<file path="src/core/wdr_pkg.sv">
// Purpose: Shared constants for the watchdog and reset-cause block.
// Assumes: Eight-bit CPU register access, one system clock.
// Notes:   Register offsets are data-space byte addresses.
package wdr_pkg;

	// ----------------------------------------------------------------
	// Register map
	// ----------------------------------------------------------------
	localparam logic [7:0] WDR_RCAUSE_OFS = 8'h54;
	localparam logic [7:0] WDR_IO_BASE    = 8'h20;
	localparam logic [7:0] WDR_RCAUSE_IO  = WDR_RCAUSE_OFS - WDR_IO_BASE;
	localparam logic [7:0] WDR_WCTRL_OFS  = 8'h60;
	localparam logic [7:0] WDR_WCTRL_RST  = 8'h00;
	localparam logic [3:0] WDR_RCAUSE_POR = 4'h1;

	// ----------------------------------------------------------------
	// Reset-cause register fields
	// ----------------------------------------------------------------
	localparam int WDR_RC_WDOG = 3;
	localparam int WDR_RC_BOUT = 2;
	localparam int WDR_RC_EXTF = 1;
	localparam int WDR_RC_PWON = 0;
	localparam int WDR_RC_MSB  = 3;

	// ----------------------------------------------------------------
	// Watchdog control register fields
	// ----------------------------------------------------------------
	localparam int WDR_WC_IF   = 7;
	localparam int WDR_WC_IE   = 6;
	localparam int WDR_WC_P3   = 5;
	localparam int WDR_WC_CE   = 4;
	localparam int WDR_WC_RE   = 3;
	localparam int WDR_WC_PMSB = 2;

	// ----------------------------------------------------------------
	// Timing
	// ----------------------------------------------------------------
	localparam logic [2:0] WDR_CE_HOLD      = 3'h4;
	localparam logic [3:0] WDR_PS_MAX       = 4'h9;
	localparam int         WDR_CNT_W        = 21;
	localparam int         WDR_TIMEOUT_BASE = 2048;

endpackage

</file>
<file path="src/core/wdr_watchdog.sv">
// Purpose: Watchdog control register, reset-cause flags and modes.
// Assumes: CPU accesses are single-cycle strobes on clk; rst is the
//          power-on reset; ext and brown-out events are one-cycle pulses.
// Notes:   Read data appear in the cycle after the read strobe.
//
// Overview of operation
// Watchdog reset sets flag bit 3
// Brown-out reset sets flag bit 2
// External reset sets flag bit 1
// Power-on sets bit 0; only software clears
// Cause register at 0x54, I/O at 0x34
// Timeout in interrupt mode sets interrupt flag
// Vector or written one clears interrupt flag
// Interrupt needs flag, enable and global enable
// Enables select stopped, interrupt, reset, combined
// Programmed always-on fuse forces reset mode
// Vector clears enable and flag in combined
// Unserviced combined interrupt then timeout resets
// Software re-enables interrupt outside service routine
// Reset-enable clear, prescaler change need change-enable
// Change enable self-clears after four cycles
// Watchdog cause flag forces reset enable
// Timeout is 2048 times two to code
// Control register layout at offset 0x60
// Software reads and clears causes early
// Timed sequence: arm, then write within four
// Counter counts dedicated 128 kHz oscillator
// Restart instruction zeroes the counter
// Watchdog reset pulse lasts one cycle
// Crossing events are seen exactly once
`timescale 1ns/10ps
`default_nettype none

module wdr_watchdog #(
	parameter int TIMEOUT_BASE = wdr_pkg::WDR_TIMEOUT_BASE
) (
	// Clock and power-on reset
	input  wire logic       clk,
	input  wire logic       rst,
	// CPU register access
	input  wire logic [7:0] bus_addr,
	input  wire logic       bus_io_space,
	input  wire logic       bus_wr_en,
	input  wire logic       bus_rd_en,
	input  wire logic [7:0] bus_wdata,
	output logic      [7:0] bus_rdata,
	// CPU core signals
	input  wire logic       global_int_en,
	input  wire logic       vector_ack,
	input  wire logic       wdt_restart,
	output logic            irq_req,
	// Reset sources and fuse
	input  wire logic       ext_reset_evt,
	input  wire logic       brownout_evt,
	input  wire logic       always_on_fuse,
	input  wire logic       osc_level,
	output logic            sys_reset_pulse
);
	import wdr_pkg::*;

	typedef struct packed {
		logic [3:0] rcause;
		logic       int_flag;
		logic       int_en;
		logic       rst_en;
		logic [3:0] ps_code;
		logic [2:0] ce_cnt;
		logic       rst_pulse;
		logic [7:0] rdata;
	} wdr_state_t;

	localparam wdr_state_t WDR_STATE_RST = '{
		rcause:    WDR_RCAUSE_POR,
		int_flag:  WDR_WCTRL_RST[WDR_WC_IF],
		int_en:    WDR_WCTRL_RST[WDR_WC_IE],
		rst_en:    WDR_WCTRL_RST[WDR_WC_RE],
		ps_code:   {WDR_WCTRL_RST[WDR_WC_P3], WDR_WCTRL_RST[WDR_WC_PMSB:0]},
		ce_cnt:    3'h0,
		rst_pulse: 1'b0,
		rdata:     8'h00
	};

	wdr_state_t s_q;
	wdr_state_t s_d;
	logic       fuse_prog;
	logic       wde_eff;
	logic       timeout_interrupt_enable_eff;
	logic       running;
	logic       ce_open;
	logic       sel_rc;
	logic       sel_wc;
	logic       wc_wr;
	logic       rc_wr;
	logic       timeout;
	logic       tmo_irq;
	logic       tmo_rst;
	logic       sys_evt;

	// ----------------------------------------------------------------
	// Mode decode
	// ----------------------------------------------------------------
	// The fuse reads 0 when programmed and then locks reset mode.
	assign fuse_prog = ~always_on_fuse;
	// A pending watchdog cause keeps reset enable on.
	assign wde_eff   = s_q.rst_en | s_q.rcause[WDR_RC_WDOG] | fuse_prog;
	assign timeout_interrupt_enable_eff  = s_q.int_en & ~fuse_prog;
	assign running   = wde_eff | timeout_interrupt_enable_eff;
	assign ce_open   = (s_q.ce_cnt != 3'h0);

	// Combined mode fires the interrupt first, then resets if the
	// flag is still pending at the next timeout.
	assign tmo_irq = timeout & timeout_interrupt_enable_eff & ~(wde_eff & s_q.int_flag);
	assign tmo_rst = timeout & wde_eff & (~timeout_interrupt_enable_eff | s_q.int_flag);
	assign sys_evt = tmo_rst | ext_reset_evt | brownout_evt;

	// ----------------------------------------------------------------
	// Address decode
	// ----------------------------------------------------------------
	// The control register lies above the I/O window, so only the
	// data-space path reaches it.
	assign sel_rc = bus_io_space ? (bus_addr == WDR_RCAUSE_IO)
	                             : (bus_addr == WDR_RCAUSE_OFS);
	assign sel_wc = ~bus_io_space & (bus_addr == WDR_WCTRL_OFS);
	assign wc_wr  = bus_wr_en & sel_wc;
	assign rc_wr  = bus_wr_en & sel_rc;

	// ----------------------------------------------------------------
	// Timeout counter
	// ----------------------------------------------------------------
	wdr_counter #(
		.TIMEOUT_BASE(TIMEOUT_BASE)
	) u_counter (
		.clk      (clk),
		.rst      (rst),
		.osc_level(osc_level),
		.run      (running),
		.restart  (wdt_restart | sys_evt),
		.code     (s_q.ps_code),
		.timeout  (timeout)
	);

	// ----------------------------------------------------------------
	// Next state
	// ----------------------------------------------------------------
	always_comb begin
		s_d = s_q;
		s_d.rst_pulse = 1'b0;
		s_d.rdata = 8'h00;

		// Change-enable window counts down when not rewritten.
		if (ce_open) begin
			s_d.ce_cnt = s_q.ce_cnt - 3'h1;
		end

		if (wc_wr) begin
			if (bus_wdata[WDR_WC_IF]) begin
				s_d.int_flag = 1'b0;
			end
			s_d.int_en = bus_wdata[WDR_WC_IE];
			// Setting reset enable is always allowed; clearing is
			// guarded by the window and by the cause flag.
			if (bus_wdata[WDR_WC_RE]) begin
				s_d.rst_en = 1'b1;
			end else if (ce_open && !s_q.rcause[WDR_RC_WDOG]) begin
				s_d.rst_en = 1'b0;
			end
			if (ce_open) begin
				s_d.ps_code = {bus_wdata[WDR_WC_P3],
				               bus_wdata[WDR_WC_PMSB:0]};
			end
			// A write with change enable clear consumes the window.
			if (bus_wdata[WDR_WC_CE]) begin
				s_d.ce_cnt = WDR_CE_HOLD;
			end else begin
				s_d.ce_cnt = 3'h0;
			end
		end

		if (vector_ack) begin
			s_d.int_flag = 1'b0;
			// Leaving combined mode keeps the reset as a safety net.
			if (wde_eff) begin
				s_d.int_en = 1'b0;
			end
		end

		// Software only clears cause flags; a one leaves them.
		if (rc_wr) begin
			s_d.rcause = s_q.rcause & bus_wdata[WDR_RC_MSB:0];
		end

		// Hardware sets win over software and vector clears in the same cycle.
		if (tmo_irq) begin
			s_d.int_flag = 1'b1;
		end

		// Any system reset returns the control register to reset.
		if (sys_evt) begin
			s_d.int_flag = WDR_STATE_RST.int_flag;
			s_d.int_en = WDR_STATE_RST.int_en;
			s_d.rst_en = WDR_STATE_RST.rst_en;
			s_d.ps_code = WDR_STATE_RST.ps_code;
			s_d.ce_cnt = WDR_STATE_RST.ce_cnt;
		end
		if (tmo_rst) begin
			s_d.rcause[WDR_RC_WDOG] = 1'b1;
			s_d.rst_pulse = 1'b1;
		end
		if (brownout_evt) begin
			s_d.rcause[WDR_RC_BOUT] = 1'b1;
		end
		if (ext_reset_evt) begin
			s_d.rcause[WDR_RC_EXTF] = 1'b1;
		end

		// Reads return the state before this cycle's updates.
		if (bus_rd_en && sel_rc) begin
			s_d.rdata = {4'h0, s_q.rcause};
		end else if (bus_rd_en && sel_wc) begin
			s_d.rdata = {s_q.int_flag, timeout_interrupt_enable_eff, s_q.ps_code[3], ce_open,
			             wde_eff, s_q.ps_code[WDR_WC_PMSB:0]};
		end
	end

	// Power-on clears the other cause flags and sets power-on.
	always_ff @(posedge clk or posedge rst) begin
		if (rst) begin
			s_q <= WDR_STATE_RST;
		end else begin
			s_q <= s_d;
		end
	end

	// ----------------------------------------------------------------
	// Outputs
	// ----------------------------------------------------------------
	assign bus_rdata       = s_q.rdata;
	assign sys_reset_pulse = s_q.rst_pulse;
	assign irq_req         = s_q.int_flag & timeout_interrupt_enable_eff & global_int_en;
endmodule

`default_nettype wire

</file>
<file path="src/core/wdr_counter.sv">
// Purpose: Watchdog timeout counter clocked by oscillator ticks.
// Assumes: osc_level is the 128 kHz oscillator, synchronous to clk.
// Notes:   Timeout is a one-cycle pulse from a flip-flop.
`timescale 1ns/10ps
`default_nettype none

module wdr_counter #(
	parameter int TIMEOUT_BASE = wdr_pkg::WDR_TIMEOUT_BASE
) (
	// Clock and reset
	input  wire logic       clk,
	input  wire logic       rst,
	// Control
	input  wire logic       osc_level,
	input  wire logic       run,
	input  wire logic       restart,
	input  wire logic [3:0] code,
	// Event
	output logic            timeout
);
	import wdr_pkg::*;

	typedef struct packed {
		logic [WDR_CNT_W-1:0] cnt;
		logic                 osc_prev;
		logic                 tmo;
	} wdr_cnt_t;

	localparam wdr_cnt_t WDR_CNT_RST = '0;

	wdr_cnt_t             s_q;
	wdr_cnt_t             s_d;
	logic                 tick;
	logic [3:0]           code_c;
	logic [WDR_CNT_W-1:0] limit;

	// ----------------------------------------------------------------
	// Counting
	// ----------------------------------------------------------------
	always_comb begin
		s_d = s_q;
		s_d.tmo = 1'b0;
		s_d.osc_prev = osc_level;
		// One tick per oscillator period, seen once.
		tick = osc_level & ~s_q.osc_prev;
		// Reserved codes fall back to the longest period.
		code_c = (code > WDR_PS_MAX) ? WDR_PS_MAX : code;
		limit = WDR_CNT_W'(TIMEOUT_BASE) << code_c;
		if (restart || !run) begin
			s_d.cnt = '0;
		end else if (tick) begin
			// A shorter period may already be passed; fire at once.
			if (s_q.cnt >= limit - WDR_CNT_W'(1)) begin
				s_d.cnt = '0;
				s_d.tmo = 1'b1;
			end else begin
				s_d.cnt = s_q.cnt + WDR_CNT_W'(1);
			end
		end
	end

	always_ff @(posedge clk or posedge rst) begin
		if (rst) begin
			s_q <= WDR_CNT_RST;
		end else begin
			s_q <= s_d;
		end
	end

	assign timeout = s_q.tmo;
endmodule

`default_nettype wire

</file>
<file path="config.mk">
export PLATFORM = sky130hd
export DESIGN_NAME = wdr_watchdog
export DESIGN_NICKNAME = d
export VERILOG_FILES = /design/src/core/wdr_pkg.sv /design/src/core/wdr_watchdog.sv /design/src/core/wdr_counter.sv
export SDC_FILE = /design/constraint.sdc
export NUM_CORES = 1
export LEC_CHECK = 0
export ABC_AREA = 1
export BUFFER_PORTS_ARGS = -buffer_cell sky130_fd_sc_hd__clkbuf_2
export CELL_PAD_IN_SITES_DETAIL_PLACEMENT = 1
export CELL_PAD_IN_SITES_GLOBAL_PLACEMENT = 1
export CORE_MARGIN = 4
export CORE_UTILIZATION = 42
export DETAILED_ROUTE_END_ITERATION = 8
export GPL_TIMING_DRIVEN = 0
export PLACE_DENSITY_LB_ADDON = 0.1
export RECOVER_POWER = 25
export SYNTH_ARGS = -nofsm -noshare
export SYNTH_HDL_FRONTEND = slang
export SYNTH_SLANG_ARGS = --single-unit
</file>
<file path="constraint.sdc">
create_clock -name clk -period 3.35 [get_ports clk]
set_input_delay 0.67 -clock clk [delete_from_list [all_inputs] [get_ports clk]]
set_output_delay 0.67 -clock clk [all_outputs]
set_load 0.02 [all_outputs]
</file>
# --- Word level (Yosys, flattened, before mapping) ---
# Cells that the tools add are included.
totals:
  reg_bits: 46
  in_bits: 28
  output_inout_bits: 10
classes:
  add_sub_neg: 3
  n_lt_le_gt_ge: 2
  eq_ne: 3
  shifts: 1
  mux: 26
  bitwise: 25
  reduce_logical: 20
ops:
  columns: ["operator", "count"]
  rows:
  - ["$mux 21", 3]
  - ["$add 21x1->21 const B", 1]
  - ["$ge 21x21->1", 1]
  - ["$shl 12x4->21 const A", 1]
  - ["$sub 21x1->21 const B", 1]
  - ["$mux 10", 2]
  - ["$eq 8x7->1 const B", 2]
  - ["$mux 8", 2]
  - ["$mux 1", 13]
  - ["$and 1x1->1", 12]
  - ["$mux 4", 3]
  - ["$reduce_bool 2->1", 6]
  - ["$reduce_bool 3->1", 3]
  - ["$eq 8x6->1 const B", 1]
  - ["$reduce_bool 4->1", 2]
  - ["$or 1x1->1", 7]
  - ["$mux 3", 2]
  - ["$reduce_and 2->1", 3]
  - ["$not 1->1", 5]
  - ["$and 4x4->4", 1]
  - ["$gt 4x4->1 const B", 1]
  - ["$logic_and 1x1->1", 3]
  - ["$sub 3x1->3 const B", 1]
  - ["$logic_not 1->1", 2]
  - ["2 further kinds", 2]

# --- Logic depth before layout (Yosys ltp) ---
logic_depth:
  depth_word: 9
  depth_mapped: 19
  mapped_depth_nobuf: 18

# --- Hierarchy ---
# From an unflattened synthesis, not the netlist that was laid out.
unflattened:
  hier_cells: 427
  hier_area_um2: 3104.2
by_module_without_submodules:
  columns: ["module", "instances", "cells_per_inst", "area_per_inst_um2", "seq_area_each_um2"]
  rows:
  - ["wdr_counter", 1, 279, 1873.0, 575.6]
  - ["wdr_watchdog", 1, 148, 1231.2, 576.8]

# --- Least setup slack after synthesis ---
# Ideal clock, no wire load.
synth_timing:
  kind: "register to register"
  startpoint: "reg s_q[14] (netlist name)"
  endpoint: "reg u_counter.s_q[10] (netlist name)"
  arrival_time_ns: 2.292
  setup_slack_ns: 0.943
  stages_incl_launch_ff: 19
  synth_period_minus_slack_ns: 2.407
  path_cell_list: "dfrtp_1 -> clkbuf_1 -> nor2_1 -> inv_1 -> nor3_1 -> inv_1 -> ha_1 -> nand2_1 -> xnor2_1 -> ha_1 -> nand2_1 -> nor2_1 -> nand3_1 -> nor2_1 -> nor2_1 -> nand3_2 -> nand2_4 -> inv_2 -> nor2_1"
synth_between:
  elab_chain_len: 8
synth_rtl:
  columns: ["item", "line_no", "text"]
  rows:
  - ["start: declaration", "wdr_watchdog.sv:83", "wdr_state_t s_q;"]
  - ["start signal: assignment", "wdr_watchdog.sv:228", "s_q <= WDR_STATE_RST;"]
  - ["start signal: assignment", "wdr_watchdog.sv:230", "s_q <= s_d;"]
  - ["$gt 4x4->1", "wdr_counter.sv:47", "code_c = (code > WDR_PS_MAX) ? WDR_PS_MAX : code;"]
  - ["$mux 4 *", "wdr_counter.sv:47", null]
  - ["$shl 12x4->21 *", "wdr_counter.sv:48", "limit = WDR_CNT_W'(TIMEOUT_BASE) << code_c;"]
  - ["$sub 21x1->21 *", "wdr_counter.sv:53", "if (s_q.cnt >= limit - WDR_CNT_W'(1)) begin"]
  - ["$ge 21x21->1 *", "wdr_counter.sv:53", null]
  - ["$mux 21 *", "wdr_counter.sv:53", null]
  - ["$mux 21 *", "wdr_counter.sv:51", "end else if (tick) begin"]
  - ["$mux 21 *", "wdr_counter.sv:49", "if (restart || !run) begin"]
  - ["end signal: assignment", "wdr_counter.sv:64", "s_q <= WDR_CNT_RST;"]
  - ["end signal: assignment", "wdr_counter.sv:66", "s_q <= s_d;"]
  - ["end: declaration", "wdr_counter.sv:31", "wdr_cnt_t s_q;"]
# Every way passes the cells marked *; elsewhere a longest branch is shown, timed or not. The select of a mux whose other input is x is not followed.
# A chain may end at the register's enable or synchronous reset.

# --- Final worst setup path ---
layout_timing:
  startpoint: "reg s_q[14] (netlist name)"
  endpoint: "reg u_counter.s_q[14] (netlist name)"
# Same word-level chain as after synthesis.

==> out/results.ini <==
[layout]
areaGrowthSynthToFinish_pct = 13.2
drive_above_1_share = 0.182
fin_nets = 519
fill_cells = 990
insertedDiodeCount = 0
final_area_sq_um = 3510
layout.cells.non_filler = 577

[status]
violations = capacitance limit, slew limit
status = finished, violations left

[global_route]
grt_first_pass_wirelength_mm = 13.6
antenna_found_initial = 0
grt_max_degree = 35
grt_pass1_vias = 2897
track_usage = 0.195
gr-total-overflow = 0

[critical_path]
cp.required_ps = 3550
worstPathArrival_ps = 3220
cp_max_fo = 9
worstPathCellList = clkbuf_1 > nor2_1 > inv_1 > nor3_1 > inv_1 > ha_1 > xor2_1 > ha_1 > nand2_1 > nor2_1 > nand3_1 > nor2_1 > nor2_1 > nand3_2 > nand2_4 > inv_2 > nor2_1
crit_buf_inv = 4
cp-end-kind = flop
cpPeakStageDelay_ps = 370
startpoint_type = flop
cp_slowest_cell = dfrtp_1
cp_top_family = simple AND/OR/NAND/NOR gates
critical_path_depth = 17
criticalPathCategory = flop to flop
reg2regPathDepth = 17
path_common_cell = nor2_1

[floorplanning]
initial_utilization = 0.430
die_area_sq_um = 8830
pin_count = 38
die_width_um = 94.0
die_h_um = 94.0
core_area_sq_um = 7210
rows = 31

[routing]
wl_per_cell_um = 13.7
first_pass_iters = 4
route.detailed.vias_per_inst = 4.92
wl_mm = 7.93
drc_errors = 0
vias = 2839
ant_nets = 0
drt_iter0_drc = 72

[place]
place_congestion = 0.788
place_area_sq_um = 3430
post-dp-hpwl_mm = 6.36
dp_cells = 569
io_buffer_count = 37

[sta]
max_slew_margin = -0.256
slew_violations = 35
tns_ps = 0
max_freq_mhz = 332
fin_crit_sh = 0.900
hold_viol = 0
rsz0062_at_grt = no
tightest_slew_ps = 1880
fin_crit_ps = 3010
hold_ws_ps = 366
setup_viol = 0
clock_skew_ps = 3.34

[yosys]
syn-num-nets = 474
ys_ff_latch = 46
syn_avg_cell_area_sq_um = 7.19
ys_seq_area_frac = 0.371
async_reset_ff_frac = 1.00
ys_warn_count = 0
synth_area_sq_um = 3100
synthCells = 432
synth_flop_cell = dfrtp_1
synth-edff-count = 0
ys_types = 36

[clock_network]
cts_made_buffers = 5
path_clk_slew_ps = 90
cts_tree = built
clk_path_buf_depth = 2
root_buffer = clkbuf_8
htreeDepth = 2
clock-sinks = 46
insertion_delay_ps = 310

[run]
cap_violations = 1

[power_and_ir_drop]
p_leak_nw = 1.91
power.total_mw = 1.02
ir_drop_v = 0.000124
power_density_nw_per_um2 = 289

[min_path]
hp-class = input port to async pin

report_power, final:
group          switching (mW)  internal, mW  total (mW)
registers             0.00181         0.559       0.561
clock network           0.206         0.166       0.373
logic                  0.0552        0.0264      0.0816
total                   0.263         0.752        1.02
cells in the mapped netlist (4+ instances only):
cell / count / area [sq um]
dfrtp_1: 45 / 1130
inv_1: 75 / 282
xor2_1: 6 / 52.6
nand4_1: 8 / 50.1
nor2_2: 7 / 43.8
ha_1: 14 / 175
buf_4: 8 / 60.1
nor3_1: 10 / 50.1
a21oi_1: 9 / 45.0
nand3_2: 7 / 70.1
nand3_1: 29 / 145
o21ai_0: 11 / 55.1
nand2_1: 118 / 443
nor2_1: 52 / 195
nand2_2: 4 / 25.0
cell usage in the layout (no fill, tap or decap), drive strengths merged, types with 6 or more instances in the layout:
cell / instances
nand2: 124
inv: 76
nor2: 62
clkbuf: 46
dfrtp: 45
nand3: 37
ha: 14
o21ai: 13
buf: 12
nand4: 11
nor3: 10
a21oi: 9
xor2: 6
sequential cells by signal, indices dropped and copies added, names as in the netlist:
name	count
bus_rdata	8
s_q	14
u_counter.s_q	22
sys_reset_pulse	1
u_counter.timeout	1
metrics by stage:
step           setup WS, ps   util
6_report                335  0.487
5_1_grt                44.2  0.487
4_1_cts                 245  0.489
3_5_place_dp            268  0.476
3_3_place_gp            387  0.473
2_1_floorplan           943      -
layout make-up:
| class | count | area, sq um | area share |
|---|---|---|---|
| Sequential cell | 46 | 1150 | 0.328 |
| Buffer | 14 | 100 | 0.0285 |
| Tap cell | 99 | 124 | 0.0353 |
| Multi-Input combinational cell | 296 | 1570 | 0.447 |
| Clock buffer | 6 | 82.6 | 0.0235 |
| Inverter | 76 | 285 | 0.0812 |
| Clock inverter | 2 | 12.5 | 0.00356 |
| Timing Repair Buffer | 38 | 188 | 0.0534 |
cell families (layout without fill, tap and decap cells):
| logic type | after synthesis | after routing | share of synthesized area |
|---|---|---|---|
| other | 1 | 1 | 0.00121 |
| and+or+nand+nor | 247 | 247 | 0.379 |
| buffers and inverters | 90 | 136 | 0.124 |
| DFF | 46 | 46 | 0.371 |
| AOI/OAI and AO/OA | 26 | 26 | 0.0447 |
| adders and majority gates | 14 | 14 | 0.0564 |
| muxes | 1 | 1 | 0.00322 |
| xor gates and xnor gates | 7 | 7 | 0.0198 |
worst reg2reg max path, delay by kind of cell (launching register included):
| family | cells | cell delay, ps |
|---|---|---|
| and+or+nand+nor | 10 | 1410 |
| xor gates and xnor gates | 1 | 170 |
| adders and majority gates | 2 | 490 |
| DFF | 1 | 370 |
| buffers and inverters | 4 | 480 |
metal layers:
layer	share of wire	global-route usage	up-vias
met1	0.46	0.262	1384
met4	0.010	0.0469	0
met2	0.50	0.330	27
met5	0	0	-
met3	0.024	0.0288	7
li1	-	-	1421
path summary, 6_finish.rpt:
| kind | to | slack (ps) | startpoint |
|---|---|---|---|
| worst min register to register | s_q[19]$_DFFE_PP1P_ | 470 | s_q[19]$_DFFE_PP1P_ |
| worst max register to register | u_counter.s_q[14]$_DFFE_PP0P_ | 340 | s_q[14]$_DFFE_PP0P_ |
| worst min-delay path | u_counter.s_q[3]$_DFFE_PP0P_ | 370 | rst |
| worst max-delay path | u_counter.s_q[14]$_DFFE_PP0P_ | 340 | s_q[14]$_DFFE_PP0P_ |
| min in group clk | s_q[19]$_DFFE_PP1P_ | 470 | s_q[19]$_DFFE_PP1P_ |
| max in group asynchronous | bus_rdata[5]$_DFF_PP0_ | 850 | rst |
repair_timing:
action                     4_1_cts  5_1_grt
setup endpoints to repair        0        6
resized for setup                0        1
hold buffers                     0        0
setup buffers                    0        0
Note: power is estimated with default switching activity, not from simulation.
